===== config.mk =====
export PLATFORM = sky130hd
export DESIGN_NAME = ccm_top
export DESIGN_NICKNAME = d
export VERILOG_FILES = /design/src/design/ccm_pkg.sv /design/src/design/ccm_channel.sv /design/src/design/ccm_top.sv
export VERILOG_INCLUDE_DIRS = /design/src /design/src/design
export SDC_FILE = /design/constraint.sdc
export NUM_CORES = 1
export LEC_CHECK = 0
export ABC_AREA = 1
export ABC_CLOCK_PERIOD_IN_PS = 5000
export BUFFER_PORTS_ARGS = -buffer_cell sky130_fd_sc_hd__clkbuf_2
export CORE_MARGIN = 5
export CORE_UTILIZATION = 45
export CTS_CLUSTER_DIAMETER = 200
export DETAILED_ROUTE_END_ITERATION = 8
export HOLD_SLACK_MARGIN = 0.15
export PLACE_DENSITY_LB_ADDON = 0.12
export RECOVER_POWER = 25
export SYNTH_ARGS = -nofsm -noshare
export SYNTH_HDL_FRONTEND = slang
export SYNTH_HIERARCHICAL = 1
export SYNTH_SLANG_ARGS = --single-unit

===== constraint.sdc =====
create_clock -name clk -period 5 [get_ports clk]
set_input_delay 0.75 -clock clk [delete_from_list [all_inputs] [get_ports clk]]
set_output_delay 0.75 -clock clk [all_outputs]
set_load 0.1 [all_outputs]

===== src/design/ccm_defs.svh =====
// Address map, field positions, reset values and sizes of the capture/compare mode block.
// Assumes inclusion by bare name from design files that also import ccm_pkg.
`ifndef CCM_DEFS_SVH
`define CCM_DEFS_SVH

// Register word indexes of the six mode registers (byte address is four times the index)
`define CCM_MODE_IDX0 10'h0da
`define CCM_MODE_IDX_END 10'h0e0
// Byte addresses of the control, status, mask and value registers
`define CCM_CTRL_ADDR 12'h380
`define CCM_STAT_ADDR 12'h384
`define CCM_MASK_ADDR 12'h388
`define CCM_VAL_BASE 12'h390
`define CCM_VAL_END 12'h3a8

// Module count and the module that doubles as watchdog
`define CCM_NUM_MOD 6
`define CCM_WDG_MOD 3'h5

// Control register fields
`define CCM_WDG_BIT 6
`define CCM_WIDTH_LSB 1
`define CCM_WIDTH_MSB 2

// Reset values and the base pulse-width size
`define CCM_CTRL_RST 8'h40
`define CCM_MODE_RST 8'h00
`define CCM_STAT_RST 6'h00
`define CCM_MASK_RST 6'h00
`define CCM_VAL_RST 16'h0000
`define CCM_BASE_WIDTH 5'h08

`endif


===== src/design/ccm_pkg.sv =====
// Types shared by the capture/compare mode block and its channel module.
// Assumes nothing of its surroundings.
package ccm_pkg;

    // Mode register layout, bit 7 down to bit 0
    typedef struct packed {
        logic sixteen_bit_modulation_select;
        logic comparator_enable;
        logic rising_capture_enable;
        logic falling_capture_enable;
        logic match_flag_enable;
        logic toggle_enable;
        logic pulse_modulation_enable;
        logic flag_interrupt_enable;
    } ccm_mode_t;

    // Register selected by an APB address
    typedef enum logic [5:0] {
        CCM_SEL_NONE = 6'b000001,
        CCM_SEL_MODE = 6'b000010,
        CCM_SEL_CTRL = 6'b000100,
        CCM_SEL_STAT = 6'b001000,
        CCM_SEL_MASK = 6'b010000,
        CCM_SEL_VAL = 6'b100000
    } ccm_sel_t;

    typedef struct packed {
        ccm_sel_t sel;
        logic [2:0] idx;
    } ccm_dec_t;

    // Events reported by one channel
    typedef struct packed {
        logic capture;
        logic event_hit;
    } ccm_evt_t;

    // Pin drive of one channel
    typedef struct packed {
        logic level;
        logic oe_n;
    } ccm_pin_t;

endpackage


===== src/design/ccm_channel.sv =====
// One capture/compare channel: edge capture, match, toggle, pulse-width and frequency output.
// Assumes a shared 16-bit counter and a pin input synchronous to clk.
`timescale 1ns/100ps
`include "ccm_defs.svh"

module ccm_channel
    import ccm_pkg::*;
(
    input wire logic clk,
    input wire logic rst,
    input ccm_mode_t mode,
    input wire logic [15:0] counter,
    input wire logic [15:0] compare,
    input wire logic [1:0] pwm_width,
    input wire logic pin_in,
    output ccm_evt_t evt,
    output ccm_pin_t pin
);

    logic pin_prev_q;
    logic [7:0] freq_mark_q;
    logic rise;
    logic fall;
    logic match16;
    logic match8;
    logic freq_mode;
    logic pwm_level;
    logic [15:0] width_mask;

    // Mask that keeps the low 8 to 11 counter bits
    function automatic logic [15:0] ccm_low_mask(input logic [1:0] w);
        logic [4:0] bits;
        bits = 5'(`CCM_BASE_WIDTH + {3'h0, w});
        ccm_low_mask = 16'((17'h00001 << bits) - 17'h00001);
    endfunction

    // Edge and match detection
    assign rise = pin_in & ~pin_prev_q;
    assign fall = ~pin_in & pin_prev_q;
    assign match16 = mode.comparator_enable && (counter == compare);
    assign match8 = mode.comparator_enable && (counter[7:0] == freq_mark_q);
    assign freq_mode = mode.toggle_enable & mode.pulse_modulation_enable;
    assign width_mask = ccm_low_mask(pwm_width);

    // Pulse-width level: high from the compare point to the end of the period
    always_comb begin
        if (mode.sixteen_bit_modulation_select) begin
            pwm_level = counter >= compare;
        end else begin
            pwm_level = (counter & width_mask) >= (compare & width_mask);
        end
    end

    // Previous pin sample for edge detection
    always_ff @(posedge clk) begin
        if (rst) begin
            pin_prev_q <= 1'b0;
        end else begin
            pin_prev_q <= pin_in;
        end
    end

    // Capture and match events, one cycle pulses
    always_ff @(posedge clk) begin
        if (rst) begin
            evt <= '0;
        end else begin
            evt.capture <= (mode.rising_capture_enable & rise)
                | (mode.falling_capture_enable & fall);
            evt.event_hit <= (mode.rising_capture_enable & rise)
                | (mode.falling_capture_enable & fall)
                | (mode.match_flag_enable & match16);
        end
    end

    // Next toggle point in frequency output, advanced by the high compare byte
    always_ff @(posedge clk) begin
        if (rst) begin
            freq_mark_q <= 8'h00;
        end else if (!freq_mode) begin
            freq_mark_q <= compare[7:0];
        end else if (match8) begin
            freq_mark_q <= 8'(freq_mark_q + compare[15:8]);
        end
    end

    // Pin drive
    always_ff @(posedge clk) begin
        if (rst) begin
            pin <= '{level: 1'b0, oe_n: 1'b1};
        end else begin
            pin.oe_n <= ~(mode.toggle_enable | mode.pulse_modulation_enable);
            if (freq_mode) begin
                if (match8) begin
                    pin.level <= ~pin.level;
                end
            end else if (mode.pulse_modulation_enable) begin
                pin.level <= mode.comparator_enable & pwm_level;
            end else if (mode.toggle_enable && match16) begin
                pin.level <= ~pin.level;
            end
        end
    end

endmodule // ccm_channel


===== src/design/ccm_top.sv =====
// APB register front end and six capture/compare channels with event flags and interrupt.
// Assumes an APB master on clk, a shared 16-bit counter input and pins sampled on clk.
//
// Design decisions made here: the APB slave port and the address map.
`timescale 1ns/100ps
`include "ccm_defs.svh"

module ccm_top
    import ccm_pkg::*;
(
    input wire logic clk,
    input wire logic rst,
    input wire logic psel,
    input wire logic penable,
    input wire logic pwrite,
    input wire logic [11:0] paddr,
    input wire logic [31:0] pwdata,
    output logic [31:0] prdata,
    output logic pready,
    output logic pslverr,
    input wire logic [15:0] counter_value,
    input wire logic [5:0] module_io_pin_i,
    output logic [5:0] module_io_pin_o,
    output logic [5:0] module_io_pin_oe_n,
    output logic irq,
    output logic watchdog_active
);

    ccm_mode_t mode_q [`CCM_NUM_MOD];
    logic [15:0] value_q [`CCM_NUM_MOD];
    logic [7:0] counter_mode_register_q;
    logic [5:0] module_event_flag_q;
    logic [5:0] int_mask_q;
    logic [5:0] flag_int_en;
    logic [5:0] flag_set;
    logic [5:0] flag_clr;
    logic [5:0] capture_hit;
    ccm_evt_t evt [`CCM_NUM_MOD];
    ccm_pin_t pin [`CCM_NUM_MOD];
    ccm_dec_t dec;
    logic access;
    logic wr_en;
    logic rd_en;
    logic [31:0] rd_data;

    // Map a byte address onto a register and module index
    function automatic ccm_dec_t ccm_decode(input logic [11:0] a);
        ccm_dec_t d;
        d.sel = CCM_SEL_NONE;
        d.idx = 3'h0;
        if (a[1:0] != 2'b00) begin
            d.sel = CCM_SEL_NONE;
        end else if (a[11:2] >= `CCM_MODE_IDX0 && a[11:2] < `CCM_MODE_IDX_END) begin
            d.sel = CCM_SEL_MODE;
            d.idx = 3'(a[11:2] - `CCM_MODE_IDX0);
        end else if (a == `CCM_CTRL_ADDR) begin
            d.sel = CCM_SEL_CTRL;
        end else if (a == `CCM_STAT_ADDR) begin
            d.sel = CCM_SEL_STAT;
        end else if (a == `CCM_MASK_ADDR) begin
            d.sel = CCM_SEL_MASK;
        end else if (a >= `CCM_VAL_BASE && a < `CCM_VAL_END) begin
            d.sel = CCM_SEL_VAL;
            d.idx = 3'((a - `CCM_VAL_BASE) >> 2);
        end
        return d;
    endfunction

    // Bus phase decoding; a write lands only on the edge that samples pready
    assign dec = ccm_decode(paddr);
    assign access = psel & penable;
    assign wr_en = access & pready & pwrite;
    assign rd_en = access & ~pready & ~pwrite;

    // Channels
    for (genvar n = 0; n < `CCM_NUM_MOD; n++) begin : g_chan
        ccm_channel u_chan (
            .clk(clk),
            .rst(rst),
            .mode(mode_q[n]),
            .counter(counter_value),
            .compare(value_q[n]),
            .pwm_width(counter_mode_register_q[`CCM_WIDTH_MSB:`CCM_WIDTH_LSB]),
            .pin_in(module_io_pin_i[n]),
            .evt(evt[n]),
            .pin(pin[n])
        );
        assign capture_hit[n] = evt[n].capture;
        assign flag_set[n] = evt[n].event_hit;
        assign flag_int_en[n] = mode_q[n].flag_interrupt_enable;
        assign module_io_pin_o[n] = pin[n].level;
        assign module_io_pin_oe_n[n] = pin[n].oe_n;
    end

    // APB handshake: one wait state, then pready for one cycle
    always_ff @(posedge clk) begin
        if (rst) begin
            pready <= 1'b0;
            pslverr <= 1'b0;
        end else begin
            pready <= access & ~pready;
            pslverr <= access & ~pready & (dec.sel == CCM_SEL_NONE);
        end
    end

    // Read data multiplexer
    always_comb begin
        rd_data = 32'h0000_0000;
        case (dec.sel)
            CCM_SEL_MODE: rd_data = {24'h000000, mode_q[dec.idx]};
            CCM_SEL_CTRL: rd_data = {24'h000000, counter_mode_register_q};
            CCM_SEL_STAT: rd_data = {26'h0000000, module_event_flag_q};
            CCM_SEL_MASK: rd_data = {26'h0000000, int_mask_q};
            CCM_SEL_VAL: rd_data = {16'h0000, value_q[dec.idx]};
            default: rd_data = 32'h0000_0000;
        endcase
    end

    // Read data register, loaded with pready
    always_ff @(posedge clk) begin
        if (rst) begin
            prdata <= 32'h0000_0000;
        end else if (rd_en) begin
            prdata <= rd_data;
        end
    end

    // Counter mode register with the watchdog bit set out of reset
    always_ff @(posedge clk) begin
        if (rst) begin
            counter_mode_register_q <= `CCM_CTRL_RST;
        end else if (wr_en && dec.sel == CCM_SEL_CTRL) begin
            counter_mode_register_q <= pwdata[7:0];
        end
    end

    // Mode registers; module five is locked while it is the watchdog
    always_ff @(posedge clk) begin
        if (rst) begin
            for (int i = 0; i < `CCM_NUM_MOD; i++) begin
                mode_q[i] <= `CCM_MODE_RST;
            end
        end else if (wr_en && dec.sel == CCM_SEL_MODE) begin
            if (!(dec.idx == `CCM_WDG_MOD && counter_mode_register_q[`CCM_WDG_BIT])) begin
                mode_q[dec.idx] <= pwdata[7:0];
            end
        end
    end

    // Value registers; a capture wins over a software write to the same module
    always_ff @(posedge clk) begin
        if (rst) begin
            for (int i = 0; i < `CCM_NUM_MOD; i++) begin
                value_q[i] <= `CCM_VAL_RST;
            end
        end else begin
            for (int i = 0; i < `CCM_NUM_MOD; i++) begin
                if (capture_hit[i]) begin
                    value_q[i] <= counter_value;
                end else if (wr_en && dec.sel == CCM_SEL_VAL && dec.idx == 3'(i)) begin
                    value_q[i] <= pwdata[15:0];
                end
            end
        end
    end

    // Event flags: write one to clear, a new event in the same cycle wins
    assign flag_clr = (wr_en && dec.sel == CCM_SEL_STAT) ? pwdata[5:0] : 6'h00;

    always_ff @(posedge clk) begin
        if (rst) begin
            module_event_flag_q <= `CCM_STAT_RST;
        end else begin
            module_event_flag_q <= (module_event_flag_q & ~flag_clr) | flag_set;
        end
    end

    // Interrupt mask
    always_ff @(posedge clk) begin
        if (rst) begin
            int_mask_q <= `CCM_MASK_RST;
        end else if (wr_en && dec.sel == CCM_SEL_MASK) begin
            int_mask_q <= pwdata[5:0];
        end
    end

    // Interrupt level and watchdog indication
    always_ff @(posedge clk) begin
        if (rst) begin
            irq <= 1'b0;
            watchdog_active <= 1'b1;
        end else begin
            irq <= |(module_event_flag_q & int_mask_q & flag_int_en);
            watchdog_active <= counter_mode_register_q[`CCM_WDG_BIT];
        end
    end

endmodule // ccm_top


==> results.sh <==
export IMPL_cts_htree_levels=2
export IMPL_fp_dieH_um=226
export IMPL_fmax_ghz=0.260
export IMPL_yosys_warnings=6
export IMPL_syn_to_final_growth_pct=9.69
export IMPL_ff2ff_path_depth=16
export IMPL_io_pins=119
export IMPL_root_buffer="clkbuf_16"
export IMPL_crit_arrival_ns=4.13
export IMPL_grt_usage_pct=28.2
export IMPL_avgSynthCellArea_um2=7.16
export IMPL_antenna_cells=0
export IMPL_cp_slowest_cell="clkbuf_1"
export IMPL_end_kind="flip-flop"
export IMPL_hold_path_class="flip-flop to flip-flop"
export IMPL_multi_input_area_um2=11500
export IMPL_cts_tree="built"
export IMPL_worstSetupStartpointType="primary input"
export IMPL_maxCapViolCount=2
export IMPL_clock_path_buffers=3
export IMPL_drt_antenna_violating_nets=0
export IMPL_grt_remaining_overflow=0
export IMPL_final_nets=3291
export IMPL_worstPathCellList="buf_4 > clkbuf_1 > inv_1 > nand2_1 > o22ai_1"
export IMPL_ir_drop_mv=0.234
export IMPL_maxSlewViolCount=73
export IMPL_via_per_inst=5.40
export IMPL_cts_sinks=278
export IMPL_ys_flop_type="edfxtp_1"
export IMPL_initial_core_util_pct=45.2
export IMPL_synth_top_area_share_pct=22.9
export IMPL_holdBufCountCts=0
export IMPL_outcome="complete, but fails checks"
export IMPL_fin_skew_ns=0.0232
export IMPL_hold_viol=0
export IMPL_clk_pin_slew_ns=0.06
export IMPL_mostFrequentLayoutCells="nand2_1 (844), inv_1 (489), nor2_1 (225)"
export IMPL_min_period_ns=3.85
export IMPL_antenna_found_initial=2
export IMPL_wl_per_cell_um=20.1
export IMPL_setup_violations=0
export IMPL_gp_congestion=0.940
export IMPL_p_per_area_nw_per_um2=265
export IMPL_place_area_um2=22000
export IMPL_rrSetupSlack_ns=1.77
export IMPL_cts_setup_buffers=0
export IMPL_grt_max_degree=55
export IMPL_fp_dieW_um=226
export IMPL_clock_latency_ns=0.54
export IMPL_synthTopCellsByArea="edfxtp_1 (23%), nand2_1 (15%), ha_1 (12%)"
export IMPL_cp_required_ns=5.29
export IMPL_port_buffers=86
export IMPL_yosysUniqueCellTypes=51
export IMPL_row_count=79
export IMPL_via_count=19684
export IMPL_synth_top_area_cell="edfxtp_1"
export IMPL_fin_tns_setup_ns=0
export IMPL_seqCellArea_um2=7170
export IMPL_rsz0062_at_grt="no"
export IMPL_final_common_cell="nand2_1"
export IMPL_die_area_um2=51000
export IMPL_drc_errors=0
export IMPL_async_flop_share_pct=0
export IMPL_nFillCells=4687
export IMPL_p_leak_nw=11.2
export IMPL_drtIter0Drc=1775
export IMPL_finalWirelength_um=73400
export IMPL_violations="max-capacitance violations, max-slew violations"
export IMPL_finalInstanceArea_um2=23000
export IMPL_dp_hpwl_um=55600
export IMPL_numCtsBuffers=34
export IMPL_grt_pass1_wl_um=110000
export IMPL_slew_limit_headroom_pct=-79.3
export IMPL_coreArea_um2=46400
export IMPL_drive_above_1_share_pct=8.22
export IMPL_yosysSeqAreaShare_pct=34.2
export IMPL_cts_resized_gates=0
export IMPL_grt_pass1_vias=18641
export IMPL_tightest_slew_ns=2.69
export IMPL_holdPathStages=2
export IMPL_cpPeakStageDelay_ns=1.96
export IMPL_critPathKind="primary input to flip-flop"
export IMPL_ys_ff_latch=278
export IMPL_syn_area_um2=21000
export IMPL_synth_edf_count=160
export IMPL_first_pass_iters=6
export IMPL_syn_inst=2927
export IMPL_layout_worst_path_cycle_share_pct=77.0
export IMPL_worstPathMaxFanout=54
[where the power goes]
part           switching, mW  total (mW)  leakage (nW)  internal (mW)
clock                   1.03        2.51         0.538           1.48
sequential             0.130        2.65          2.64           2.52
combinational          0.658       0.931          7.98          0.274
total                   1.81        6.09          11.2           4.28
[final cells by class]
class                   instances  area share (%)
clock buffers                  36            3.83
clock inverters                24           0.996
inverters                     521            8.53
multi-input cells            2077            49.9
flip-flops and latches        278            31.2
well taps                     607            3.30
repair buffers                104            2.27
[critical path, delay by kind of cell]
kind | cells | cell delay, ns
buffers and inverters | 3 | 3.01
and+or+nand+nor | 1 | 0.19
AOI/OAI and AO/OA | 1 | 0.10
[state kept, by name (all words and copies together) (netlist names)]
signal and cells:
pready 1, prdata 16, watchdog_active 1, g_chan.u_chan/pin_prev_q 6
g_chan.u_chan/pin 12, g_chan.u_chan/evt 12, pslverr 1, mode_q 64
irq 1, g_chan.u_chan/freq_mark_q 48, value_q 96, counter_mode_register_q 8
int_mask_q 6, module_event_flag_q 6
[per-stage QoR]
step	hold WS [ns]	setup slack, ns	instances	total power [mW]	utilization (%)
3_3_place_gp	0.440	0.903	3587	3.59	47.4
2_1_floorplan	0.415	2.02	2958	3.29	-
6_report	0.440	1.15	3647	6.09	49.6
5_1_grt	0.461	0.822	3647	6.34	49.6
3_5_place_dp	0.428	0.811	3587	3.61	47.4
4_1_cts	0.440	1.38	3647	6.11	49.8
[per-layer routing]
layer / track usage, % / wire length, µm
met1: 38.1 / 31100
met2: 46.5 / 33700
met3: 3.24 / 5220
met4: 11.2 / 3430
met5: 0 / 0
[logic make-up (layout without fill, tap and decap cells)]
logic type                 count (synthesis)  in the layout  share of synthesized area, %
and+or+nand+nor                         1376           1376                          28.7
other                                     13             44                         0.233
buffers and inverters                    603            685                          11.5
AOI/OAI and AO/OA                        404            404                          10.9
adders and majority gates                204            204                          12.4
DFF                                      278            278                          34.2
xor gates and xnor gates                  49             49                          2.05
[Yosys cell counts (6+ instances only)]
| cell | n |
|---|---|
| nand2_1 | 839 |
| nand3b_1 | 6 |
| fa_1 | 6 |
| buf_6 | 6 |
| dfxtp_1 | 118 |
| or2_1 | 9 |
| edfxtp_1 | 160 |
| or2_0 | 6 |
| nand2_2 | 12 |
| nand4_1 | 63 |
| o21ai_1 | 28 |
| nand2_4 | 10 |
| nor3_2 | 12 |
| a21oi_2 | 6 |
| nor2_1 | 225 |
| o21a_1 | 6 |
| xnor2_1 | 23 |
| conb_1 | 13 |
| nor2_4 | 8 |
| inv_1 | 485 |
| ha_1 | 198 |
| or2_2 | 23 |
| inv_2 | 27 |
| buf_2 | 18 |
| o21ai_0 | 82 |
| buf_4 | 18 |
| xor2_1 | 26 |
| a21o_1 | 6 |
| nand3_1 | 111 |
| o221ai_1 | 6 |
| a31oi_1 | 26 |
| a21oi_1 | 134 |
| clkbuf_1 | 39 |
| nor2_2 | 26 |
| o21bai_1 | 8 |
| o22ai_1 | 97 |
| clkinv_1 | 7 |
[path summary, 6_finish.rpt]
check | from | end
hold reg to reg | g_chan[4].u_chan/evt[0] | module_event_flag_q[4]
setup / recovery | rst | g_chan[4].u_chan/evt[0]
hold / removal | g_chan[4].u_chan/evt[0] | module_event_flag_q[4]
setup reg to reg | counter_mode_register_q[1] | g_chan[3].u_chan/pin[1]
Power figures use the tool's default switching activity.
